--- src/rcs_pkg.sv ---
// Package for the reset cause and release sequencer.
// Assumes a 100 MHz system clock and an AHB-Lite register port.
package rcs_pkg;

	localparam int CLK_MHZ = 100;

	// Register byte addresses
	localparam logic [7:0] ADDR_STATUS  = 8'h00;
	localparam logic [7:0] ADDR_OSCCTL  = 8'h04;
	localparam logic [7:0] ADDR_CALIB   = 8'h08;
	localparam logic [7:0] ADDR_NVCTL   = 8'h0C;
	localparam logic [7:0] ADDR_SEQSTAT = 8'h10;

	// Status register bit positions
	localparam int B_TRAP  = 15;
	localparam int B_ILLOP = 14;
	localparam int B_CMIS  = 9;
	localparam int B_PMSLP = 8;
	localparam int B_PIN   = 7;
	localparam int B_SOFT  = 6;
	localparam int B_WDSEN = 5;
	localparam int B_WATCHDOG_TIMEOUT_FLAG  = 4;
	localparam int B_SLEEP = 3;
	localparam int B_IDLE  = 2;
	localparam int B_BROWN = 1;
	localparam int B_PON   = 0;
	localparam logic [15:0] STATUS_MASK = 16'hC3FF;
	localparam logic [15:0] STATUS_POR  = 16'h0003;

	// Oscillator control: current source field position
	localparam int OSC_CUR_LSB = 12;
	localparam logic [2:0] OSC_FRC = 3'h0;
	localparam logic [15:0] CALIB_POR = 16'h0000;
	localparam logic [15:0] NVCTL_POR = 16'h0000;

	// Source codes treated as crystal / PLL
	localparam logic [2:0] OSC_FRCPLL = 3'h1;
	localparam logic [2:0] OSC_XT     = 3'h2;
	localparam logic [2:0] OSC_XTPLL  = 3'h3;

	// Timing
	localparam int POR_DELAY_US   = 10;
	localparam int POWER_UP_TIMER_DELAY_MS  = 64;
	localparam int RST_DELAY_US   = 1;
	localparam int FAILSAFE_CLOCK_MONITOR_DELAY_US  = 100;
	localparam int POR_CYC   = POR_DELAY_US * CLK_MHZ;
	localparam int POWER_UP_TIMER_CYC  = POWER_UP_TIMER_DELAY_MS * 1000 * CLK_MHZ;
	localparam int RST_CYC   = RST_DELAY_US * CLK_MHZ;
	localparam int FAILSAFE_CLOCK_MONITOR_CYC  = FAILSAFE_CLOCK_MONITOR_DELAY_US * CLK_MHZ;
	localparam int OST_COUNT = 1024;

	typedef enum logic [2:0] {
		SQ_POR, SQ_POWER_UP_TIMER, SQ_RST, SQ_CLKWAIT, SQ_RUN
	} rcs_seq_t;

endpackage : rcs_pkg

--- src/rcs_ost.sv ---
// Oscillator start-up counter with a 10-bit count of oscillator periods.
// Assumes osc_tick_i pulses once per oscillator period, synchronous to clock_i.
`timescale 1ns/1ps
`default_nettype none
module rcs_ost
	import rcs_pkg::*;
(
	input  wire logic clock_i,     // System clock
	input  wire logic rstn_i,      // Async reset, active low
	input  wire logic restart_i,   // Restart the count
	input  wire logic osc_tick_i,  // One oscillator period elapsed
	output logic      done_o       // Count of 1024 periods reached
);
	typedef struct packed {
		logic [9:0] cnt;
		logic       done;
	} rcs_ost_st_t;

	rcs_ost_st_t st, next_st;

	always_comb begin
		next_st = st;
		if (restart_i) begin
			next_st = '0;
		end else if (!st.done && osc_tick_i) begin
			next_st.cnt = st.cnt + 10'h001;
			if (st.cnt == 10'(OST_COUNT - 1))
				next_st.done = 1'b1;
		end
	end

	always_ff @(posedge clock_i or negedge rstn_i) begin
		if (!rstn_i)
			st <= '0;
		else
			st <= next_st;
	end

	assign done_o = st.done;

endmodule : rcs_ost
`default_nettype wire

--- src/rcs_seq.sv ---
// Reset cause recorder, clock source selection and reset release sequencer.
// Assumes event inputs are one-cycle pulses synchronous to clock_i, and
// rstn_i is the raw power-on reset.
`timescale 1ns/1ps
`default_nettype none
module rcs_seq
	import rcs_pkg::*;
#(
	parameter int POWER_UP_TIMER_CYCLES = POWER_UP_TIMER_CYC  // Shorten for simulation
)(
	input  wire logic        clock_i,          // 100 MHz system clock
	input  wire logic        rstn_i,           // Power-on reset, active low
	input  wire logic        hsel,             // AHB slave select
	input  wire logic [31:0] haddr,            // AHB address
	input  wire logic [1:0]  htrans,           // AHB transfer type
	input  wire logic        hwrite,           // AHB write
	input  wire logic [2:0]  hsize,            // AHB size
	input  wire logic [31:0] hwdata,           // AHB write data
	input  wire logic        hready,           // AHB bus ready
	output logic [31:0]      hrdata,           // AHB read data
	output logic             hreadyout,        // AHB slave ready
	output logic             hresp,            // AHB response
	input  wire logic        brownout_i,       // Brown-out reset pulse
	input  wire logic        pin_reset_i,      // Master clear pin reset pulse
	input  wire logic        soft_reset_i,     // Reset instruction pulse
	input  wire logic        wdt_timeout_i,    // Watchdog time-out pulse
	input  wire logic        trap_conflict_i,  // Trap conflict pulse
	input  wire logic        illegal_op_i,     // Illegal opcode pulse
	input  wire logic        cfg_mismatch_i,   // Config mismatch pulse
	input  wire logic        power_save_instruction_sleep_i,   // Sleep instruction pulse
	input  wire logic        power_save_instruction_idle_i,    // Idle instruction pulse
	input  wire logic        watchdog_fuse_enable_i, // Fuse, 1 = unprogrammed
	input  wire logic        clk_switch_en_i,  // Clock switching enabled
	input  wire logic [2:0]  new_osc_config_field_i, // Configured source
	input  wire logic        two_speed_i,      // Two-speed start-up enabled
	input  wire logic        failsafe_clock_monitor_en_i,        // Fail-safe monitor enabled
	input  wire logic        osc_tick_i,       // Primary oscillator period
	input  wire logic        pll_lock_i,       // PLL locked
	input  wire logic        frc_ready_i,      // Fast RC running
	input  wire logic        clock_valid_i,    // Monitor sees a clock
	output logic             master_system_reset_o, // Master reset, active high
	output logic             clock_released_o, // Clock released, code may run
	output logic [2:0]       clock_source_o,   // Selected source
	output logic             failsafe_clock_monitor_active_o,    // Monitor running
	output logic             osc_fail_trap_o,  // Oscillator failure trap
	output logic             watchdog_en_o     // Watchdog enabled
);

	typedef enum logic [1:0] {RT_POR, RT_BOR, RT_OTHER} rcs_rtype_t;

	typedef struct packed {
		rcs_seq_t    seq;
		rcs_rtype_t  rtype;
		logic [22:0] cnt;
		logic [13:0] fcnt;
		logic        fwait;
		logic        fact;
		logic        trap;
		logic [15:0] status;
		logic [2:0]  cur_osc;
		logic [15:0] calib;
		logic [15:0] nvctl;
		logic        ph_wr;
		logic        ph_rd;
		logic [7:0]  ph_addr;
		logic        pon;
		logic [31:0] rdata;
	} rcs_st_t;

	rcs_st_t st, next_st;
	logic    any_reset;
	logic    ost_restart;
	logic    ost_done;
	logic    xtal_src;
	logic    pll_src;
	logic    clk_ok;
	logic    pon_seen;

	function automatic logic is_pll(input logic [2:0] s);
		is_pll = (s == OSC_FRCPLL) || (s == OSC_XTPLL);
	endfunction : is_pll

	function automatic logic is_xtal(input logic [2:0] s);
		is_xtal = (s == OSC_XT) || (s == OSC_XTPLL);
	endfunction : is_xtal

	assign any_reset = brownout_i | pin_reset_i | soft_reset_i | wdt_timeout_i |
		trap_conflict_i | illegal_op_i | cfg_mismatch_i;
	assign xtal_src = is_xtal(st.cur_osc) && !two_speed_i;
	assign pll_src  = is_pll(st.cur_osc);
	// Start-up counter restarts with each reset, running beside the delays
	assign ost_restart = any_reset || !pon_seen;
	assign clk_ok = (two_speed_i ? frc_ready_i : (!xtal_src || ost_done)) &&
		(!pll_src || pll_lock_i);

	// Low through reset and the first cycle after power-on release, high from then on
	assign pon_seen = st.pon;

	rcs_ost u_ost (
		.clock_i    (clock_i),
		.rstn_i     (rstn_i),
		.restart_i  (ost_restart),
		.osc_tick_i (osc_tick_i),
		.done_o     (ost_done)
	);

	always_comb begin
		logic [15:0] hw_set;
		logic [15:0] hw_clr;
		logic [15:0] wv;
		hw_set = '0;
		hw_clr = '0;
		wv     = '0;
		next_st = st;

		// Hardware flag events
		hw_set[B_TRAP]  = trap_conflict_i;
		hw_set[B_ILLOP] = illegal_op_i;
		hw_set[B_CMIS]  = cfg_mismatch_i;
		hw_set[B_PIN]   = pin_reset_i;
		hw_set[B_SOFT]  = soft_reset_i;
		hw_set[B_WATCHDOG_TIMEOUT_FLAG]  = wdt_timeout_i;
		hw_set[B_BROWN] = brownout_i;
		hw_set[B_SLEEP] = power_save_instruction_sleep_i;
		hw_set[B_IDLE]  = power_save_instruction_idle_i;
		hw_clr[B_WATCHDOG_TIMEOUT_FLAG]  = power_save_instruction_sleep_i | power_save_instruction_idle_i;

		// AHB data phase
		if (st.ph_wr) begin
			wv = hwdata[15:0] & STATUS_MASK;
			case (st.ph_addr)
				ADDR_STATUS: next_st.status = wv;
				ADDR_OSCCTL: next_st.cur_osc = hwdata[OSC_CUR_LSB +: 3];
				ADDR_CALIB:  next_st.calib = hwdata[15:0];
				ADDR_NVCTL:  next_st.nvctl = hwdata[15:0];
				default: ;
			endcase
		end
		// Hardware set wins over software write in the same cycle
		next_st.status = (next_st.status & ~hw_clr) | hw_set;

		next_st.ph_wr = 1'b0;
		next_st.ph_rd = 1'b0;
		if (hsel && hready && htrans[1]) begin
			next_st.ph_wr   = hwrite;
			next_st.ph_rd   = !hwrite;
			next_st.ph_addr = haddr[7:0];
			case (haddr[7:0])
				ADDR_STATUS:  next_st.rdata = {16'h0000, st.status};
				ADDR_OSCCTL:  next_st.rdata = {17'h00000, st.cur_osc, 12'h000};
				ADDR_CALIB:   next_st.rdata = {16'h0000, st.calib};
				ADDR_NVCTL:   next_st.rdata = {16'h0000, st.nvctl};
				ADDR_SEQSTAT: next_st.rdata = {26'h0000000, st.trap, st.fact,
					clk_ok, st.seq == SQ_RUN, 2'(st.rtype)};
				default:      next_st.rdata = 32'h00000000;
			endcase
		end

		// Reset release sequence
		if (st.cnt != '0)
			next_st.cnt = st.cnt - 23'h000001;
		case (st.seq)
			SQ_POR: if (st.cnt == '0) begin
				next_st.seq = SQ_POWER_UP_TIMER;
				next_st.cnt = 23'(POWER_UP_TIMER_CYCLES - 1);
			end
			SQ_POWER_UP_TIMER: if (st.cnt == '0) begin
				next_st.seq = SQ_RST;
				next_st.cnt = 23'(RST_CYC - 1);
				// Monitor delay follows power-on and power-up delays
				next_st.fwait = pll_src || xtal_src;
				next_st.fcnt  = 14'(FAILSAFE_CLOCK_MONITOR_CYC - 1);
			end
			SQ_RST: if (st.cnt == '0)
				next_st.seq = SQ_CLKWAIT;
			SQ_CLKWAIT: if (clk_ok || st.fact)
				next_st.seq = SQ_RUN;
			SQ_RUN: ;
			default: next_st.seq = SQ_POR;
		endcase

		// Fail-safe monitor start
		if (st.fwait) begin
			if (st.fcnt == '0)
				next_st.fwait = 1'b0;
			else
				next_st.fcnt = st.fcnt - 14'h0001;
		end
		if (failsafe_clock_monitor_en_i && !st.fact && !st.fwait && !next_st.fwait &&
			!master_system_reset_o) begin
			next_st.fact = 1'b1;
			if (!clk_ok) begin
				next_st.trap    = 1'b1;
				next_st.cur_osc = OSC_FRC;
			end
		end

		// Warm resets: only the internal-state delay, brown-out adds power-up
		if (any_reset) begin
			next_st.fact  = 1'b0;
			next_st.fwait = 1'b0;
			next_st.trap  = 1'b0;
			if (brownout_i) begin
				next_st.rtype = RT_BOR;
				next_st.seq   = SQ_POWER_UP_TIMER;
				next_st.cnt   = 23'(POWER_UP_TIMER_CYCLES - 1);
			end else begin
				next_st.rtype = RT_OTHER;
				next_st.seq   = SQ_RST;
				next_st.cnt   = 23'(RST_CYC - 1);
			end
			if (!clk_switch_en_i || brownout_i)
				next_st.cur_osc = new_osc_config_field_i;
			if (two_speed_i)
				next_st.cur_osc = OSC_FRC;
		end

		// Source at power-on is caught after release, never under reset
		next_st.pon = 1'b1;
		if (!st.pon)
			next_st.cur_osc = two_speed_i ? OSC_FRC : new_osc_config_field_i;
	end

	always_ff @(posedge clock_i or negedge rstn_i) begin
		if (!rstn_i) begin
			st <= '0;
			st.seq    <= SQ_POR;
			st.rtype  <= RT_POR;
			st.cnt    <= 23'(POR_CYC - 1);
			st.status <= STATUS_POR;
			st.calib  <= CALIB_POR;
			st.nvctl  <= NVCTL_POR;
		end else begin
			st <= next_st;
		end
	end

	assign master_system_reset_o = (st.seq == SQ_POR) || (st.seq == SQ_POWER_UP_TIMER) ||
		(st.seq == SQ_RST) || !pon_seen;
	assign clock_released_o = st.seq == SQ_RUN;
	assign clock_source_o   = st.cur_osc;
	assign failsafe_clock_monitor_active_o    = st.fact;
	assign osc_fail_trap_o  = st.trap;
	assign watchdog_en_o    = watchdog_fuse_enable_i | st.status[B_WDSEN];
	assign hrdata    = st.rdata;
	assign hreadyout = 1'b1;
	assign hresp     = 1'b0;

	a_brown_set: assert property (@(posedge clock_i) disable iff (!rstn_i)
		brownout_i |=> st.status[B_BROWN])
		else $error("brown-out flag not set");
	a_flag_hw_win: assert property (@(posedge clock_i) disable iff (!rstn_i)
		(pin_reset_i && st.ph_wr) |=> st.status[B_PIN])
		else $error("hardware set lost to write");
	a_watchdog_timeout_flag_clear: assert property (@(posedge clock_i) disable iff (!rstn_i)
		(power_save_instruction_idle_i && !wdt_timeout_i) |=> !st.status[B_WATCHDOG_TIMEOUT_FLAG])
		else $error("watchdog flag not cleared");
	a_wdt_fuse: assert property (@(posedge clock_i) disable iff (!rstn_i)
		watchdog_fuse_enable_i |-> watchdog_en_o)
		else $error("watchdog disabled with fuse set");
	a_rst_assert: assert property (@(posedge clock_i) disable iff (!rstn_i)
		any_reset |=> master_system_reset_o)
		else $error("reset source did not assert master reset");
	a_warm_delay: assert property (@(posedge clock_i) disable iff (!rstn_i)
		(soft_reset_i && !brownout_i) |=> master_system_reset_o [*8])
		else $error("internal state delay too short");
	a_no_run: assert property (@(posedge clock_i) disable iff (!rstn_i)
		master_system_reset_o |-> !clock_released_o)
		else $error("code released during reset");
	a_failsafe_clock_monitor_trap: assert property (@(posedge clock_i) disable iff (!rstn_i)
		($rose(st.fact) && !$past(clk_ok)) |-> st.trap && st.cur_osc == OSC_FRC)
		else $error("monitor missed failure");
	a_pon_sticky: assert property (@(posedge clock_i) disable iff (!rstn_i)
		(st.status[B_PON] && !st.ph_wr) |=> st.status[B_PON])
		else $error("power-on flag cleared by hardware");

endmodule : rcs_seq
`default_nettype wire

--- config.mk ---
export PLATFORM = sky130hd
export DESIGN_NAME = rcs_seq
export DESIGN_NICKNAME = d
export VERILOG_FILES = /design/src/rcs_pkg.sv /design/src/rcs_ost.sv /design/src/rcs_seq.sv
export SDC_FILE = /design/constraint.sdc
export NUM_CORES = 1
export LEC_CHECK = 0
export CAP_MARGIN = 20
export CORE_AREA = 2 2 145 147
export DETAILED_ROUTE_END_ITERATION = 16
export DIE_AREA = 0 0 147 149
export DONT_BUFFER_PORTS = 1
export GPL_ROUTABILITY_DRIVEN = 1
export GPL_TIMING_DRIVEN = 0
export PLACE_DENSITY = 0.46
export SETUP_SLACK_MARGIN = 0.02
export SYNTH_ARGS = -nofsm -noshare
export SYNTH_HDL_FRONTEND = slang
export SYNTH_SLANG_ARGS = --single-unit
--- constraint.sdc ---
create_clock -name clock_i -period 6.1 [get_ports clock_i]
set_clock_uncertainty 0.2 [all_clocks]
set_input_delay 0.61 -clock clock_i [delete_from_list [all_inputs] [get_ports clock_i]]
set_output_delay 0.61 -clock clock_i [all_outputs]
set_load 0.01 [all_outputs]
-- Word-level counts from Yosys, hierarchy flattened
Index checks and enable logic that the tools add are counted.
- register bits: 149
- bits in latches: 0
- RAM bits: 0
- ROM bits: 0
- bits of input ports: 94
- memories: 0
- $add $sub $neg: 3
- multipliers: 0
- divide/modulo/power cells: 0
- order comparisons: 0
- equality and inequality tests: 21
- shifts and indexed selects: 0
- multiplexer cells: 36
- bitwise operators: 11
- reductions and logical operators: 45
- operators by type and width (operator ; count):
    one-hot mux 16 bit (5 select lines) ; 1
    2-to-1 mux 51 bit ; 1
    2-to-1 mux 16 bit ; 3
    2-to-1 mux 23 bit ; 2
    one-hot mux 23 bit (2 select lines) ; 1
    2-to-1 mux 3 bit ; 13
    2-to-1 mux 38 bit ; 1
    equality test 8 x 4 -> 1 bit (second input constant) ; 4
    2-to-1 mux 15 bit ; 2
    2-to-1 mux 28 bit ; 1
    2-to-1 mux 27 bit ; 1
    zero test 23 bit ; 1
    nonzero test 23 bit ; 1
    subtractor 23 x 1 -> 23 bit (second input constant) ; 1
    2-to-1 mux 11 bit ; 2
    AND 16 bit ; 1
    equality test 8 x 3 -> 1 bit (second input constant) ; 2
    zero test 8 bit ; 2
    NOT 5 -> 16 bit ; 1
    bitwise OR 16 bit ; 1
    one-hot mux 3 bit (5 select lines) ; 1
    zero test 14 bit ; 1
    2-to-1 mux 14 bit ; 1
    subtractor 14 x 1 -> 14 bit (second input constant) ; 1
    20 further kinds ; 70

-- Depth between registers and ports, before layout
- depth after elaboration: 16
- depth in mapped cells: 10

-- By module
From an unflattened synthesis, not the netlist that was laid out.
- cells, all modules: 634
- area, all modules: 6622.6 um2
- modules (own cells, without submodules) (module ; times used ; cells each ; area an instance (um2) ; sequential area each (um2)):
    rcs_seq ; 1 ; 578 ; 6073.3 ; 2965.3
    rcs_ost ; 1 ; 56 ; 549.3 ; 275.3

-- Worst setup path after synthesis
Ideal clock, no wire load.
- path type: reg2reg
- start: register st[114] in the netlist's numbering
- end: register st[111] in the netlist's numbering
- setup time: 0.123 ns
- arrival time: 2.309 ns
- path slack: 3.469 ns
- cell stages (with the launch flop): 10
- path buffers: 3
- clock period less this slack: 2.631 ns
- cells stage by stage: dfrtp_1 -> or3_1 -> buf_2 -> or4_4 -> buf_6 -> or2_1 -> clkbuf_2 -> ha_1 -> o21ai_0 -> o311ai_0
- RTL lines (what ; line ; RTL):
    start, declared ; rcs_seq.sv:70 ; rcs_st_t st, next_st;
    start signal, assigned ; rcs_seq.sv:234 ; st <= next_st;

-- Final worst setup path
- start: register st[37] in the netlist's numbering
- end: register st[83] in the netlist's numbering
- longest elaborated chain between the ends: 5
- RTL lines (what ; line ; RTL):
    zero test 8 bit ; rcs_seq.sv:131 ; case (st.ph_addr)
    2-to-1 mux 16 bit ; rcs_seq.sv:131 ;
    2-to-1 mux 51 bit ; rcs_seq.sv:129 ; if (st.ph_wr) begin
    AND 16 bit ; rcs_seq.sv:140 ; next_st.status = (next_st.status & ~hw_clr) | hw_set;
    bitwise OR 16 bit ; rcs_seq.sv:140 ;
No other way between the ends.
A chain may end at the register's enable or synchronous reset.

==> out/metrics.yaml <==
crit_fanout: 10
slew-limit-headroom: 0.3678
area_growth_pct: 15.39
syn_avg_cell_area_sq_um: 10.33
layout.nets: 774
p_per_area_nw_per_um2: 267.3
via_count: 4971
final_area_sq_um: 7580
grt_pass1_vias: 5019
grt_pass1_wl_microns: 28300
clock.fmax_mhz: 323.4
violations: "negative hold slack"
synth-main-ff-cell: "dfrtp_1"
drt_pass1_iterations: 5
io_pins: 136
dp_hpwl_microns: 12170
wirelength_microns: 17660
die_w_microns: 147
final_common_cell: "dfrtp_1"
gr-total-overflow: 0
synth_cell_types: 63
min_period_ns: 3.092
post-route-util: 0.3687
status: "finished, violations left"
gp_congestion: 0.7773
core-area_sq_um: 20560
arrival_ns: 3.20
cp-startpoint: "st[37]"
yosysSeqAreaShare: 0.4933
final_cell_mix: "dfrtp_1 (119), nand2_1 (67), o21ai_0 (43), mux2_2 (43)"
die_y_microns: 149
synthCells: 636
crit_slowest_cell: "nor3b_2"
slowest_delay_ns: 0.78
numCtsBuffers: 17
drv_cap: 0
async_flop_share: 1.000
drt-vias-per-instance: 5.157
track_usage: 0.1672
r2r-start: "st[37]"
path_class: "reg2reg"
start_util: 0.3195
syn_area_sq_um: 6569
stdcell_count: 964
tns_ns: 0
grt_max_degree: 130
cts_buffer_depth: 2
clock_latency_ns: 0.42
root_buffer: "clkbuf_16"
startpoint_type: "register"
cts_resized: 0
setup_viol: 0
drt-initial-drc-count: 329
p_leak_nw: 3.172
r2r_slack_ns: 3.01
cp_num_buf_inv: 1
finalHoldViolCount: 36
dp.cells: 928
cts.sinks: 129
grt_antenna_before_repair: 2
postPlaceCellArea_sq_um: 6977
clk_pin_slew_ns: 0.06
critical_path.endpoint_type: "register"
synth-edff-count: 0
cts_tree: "built"
placementRows: 53
critPathTopFamily: "simple AND/OR/NAND/NOR gates"
peakVddDrop_v: 0.0002035
avgRoutedWirePerCell_microns: 18.32
antenna_left: 0
drc_errors: 0
cts-htree-levels: 4
rsz0062_at_grt: "false"
port_buffers: 0
drive_above_1_share: 0.2049
timing.hold.ws_ns: -0.02483
cp.required_ns: 6.21
tightestPinTransition_ns: 0.9441
crit_chain: "nor4_1 > and2_1 > nor3b_2 > clkbuf_1 > mux2_2"
die_area_sq_um: 21900
yosys_warnings: 0
ys_ff_latch: 129
drv_slew: 0
hp-class: "in2async"
timing.final.crit_share: 0.5069
-- registers in the layout, summed over array words and instances (netlist names) --
register                         cells
clock_source_o                       3
failsafe_clock_monitor_active_o      1
u_ost.done_o                         1
u_ost.st                            10
st                                  96
osc_fail_trap_o                      1
pon_seen                             1
hrdata                              16
-- Yosys cell counts, types with 3 or more instances --
master / instances / area share
nor3b_1: 6 / 0.0069
buf_2: 3 / 0.0023
clkbuf_1: 23 / 0.013
xnor2_1: 3 / 0.0040
dfrtp_1: 119 / 0.45
o21a_1: 5 / 0.0057
a21oi_1: 18 / 0.014
a22o_1: 8 / 0.011
or3_1: 12 / 0.011
mux2_2: 43 / 0.074
a21o_1: 3 / 0.0034
a22oi_1: 8 / 0.0091
nand2b_1: 4 / 0.0038
nand3_1: 8 / 0.0061
nor2b_1: 11 / 0.010
a211o_1: 8 / 0.011
nor4_1: 11 / 0.010
a31oi_1: 6 / 0.0057
and3_1: 4 / 0.0038
inv_1: 10 / 0.0057
ha_1: 5 / 0.0095
dfstp_2: 10 / 0.040
o31ai_1: 13 / 0.015
o21ai_1: 5 / 0.0038
a222oi_1: 6 / 0.0091
xor2_1: 16 / 0.021
and2_1: 3 / 0.0029
nor3_1: 16 / 0.012
o211ai_1: 5 / 0.0057
nor2_1: 39 / 0.022
nor3b_2: 3 / 0.0057
or4_1: 9 / 0.010
o21ai_0: 43 / 0.033
nand2_1: 67 / 0.038
mux2i_1: 10 / 0.015
buf_4: 38 / 0.043
nand4_1: 3 / 0.0029
-- report_power, final --
group / switching (mW) / internal [mW] / total (mW) / leakage, nW
Combinational: 0.0723 / 0.0588 / 0.131 / 1.30
Sequential: 0.0280 / 0.898 / 0.926 / 1.61
Clock: 0.396 / 0.573 / 0.969 / 0.267
Total: 0.496 / 1.53 / 2.03 / 3.17
-- path summary, 6_finish.rpt --
path	depth (start not counted)	to
setup / recovery	5	st[83]
hold / removal	1	st[138]
hold reg to reg	2	st[38]
setup reg to reg	5	st[83]
max in group asynchronous	1	st[70]
min in group clock_i	1	st[82]
-- layout make-up --
| type | count | area (sq um) |
|---|---|---|
| diodes | 1 | 2.502 |
| plain buffers | 67 | 406.6 |
| clock buffers | 20 | 446.7 |
| clock inverters | 12 | 111.4 |
| fillers | 2083 | 12980 |
| inverters | 10 | 37.54 |
| multi-input cells | 447 | 2948 |
| flip-flops and latches | 129 | 3241 |
| well taps | 275 | 344.1 |
| repair buffers | 3 | 42.54 |
-- timing repair --
| item | 4_1_cts | 5_1_grt |
|---|---|---|
| setup buffers | 0 | 0 |
| hold endpoints to repair | 129 | 0 |
| hold buffers | 1 | 0 |
-- layer usage --
metal  track usage  up-vias  part of all wire
met5             0        -           0.00068
met4       0.05144        2             0.013
met3       0.04985       25             0.060
met2        0.2716      130              0.49
met1        0.2164     2479              0.44
li1              -     2335                 -
-- metrics by stage --
stage          worst slack, ns  hold WS [ns]  total power, mW
2_1_floorplan            3.469        0.1144            1.025
3_3_place_gp             3.015        0.1243            1.049
3_5_place_dp             2.970        0.1251            1.054
4_1_cts                  3.020      0.005120            2.052
5_1_grt                  2.828       0.02535            2.114
6_report                 3.008      -0.02483            2.026
-- cell families (layout without fill, tap and decap cells) --
kind of cell	after synthesis	count (layout)	synth area share
simple gates	209	209	0.1669
compound gates	141	141	0.1438
flops	129	129	0.4933
buf+inv	77	112	0.06762
mux	54	54	0.09238
xor+xnor	19	19	0.02533
fa+ha+maj	5	5	0.009524
other cells	2	20	0.001143
(Power assumes the default switching activity.)
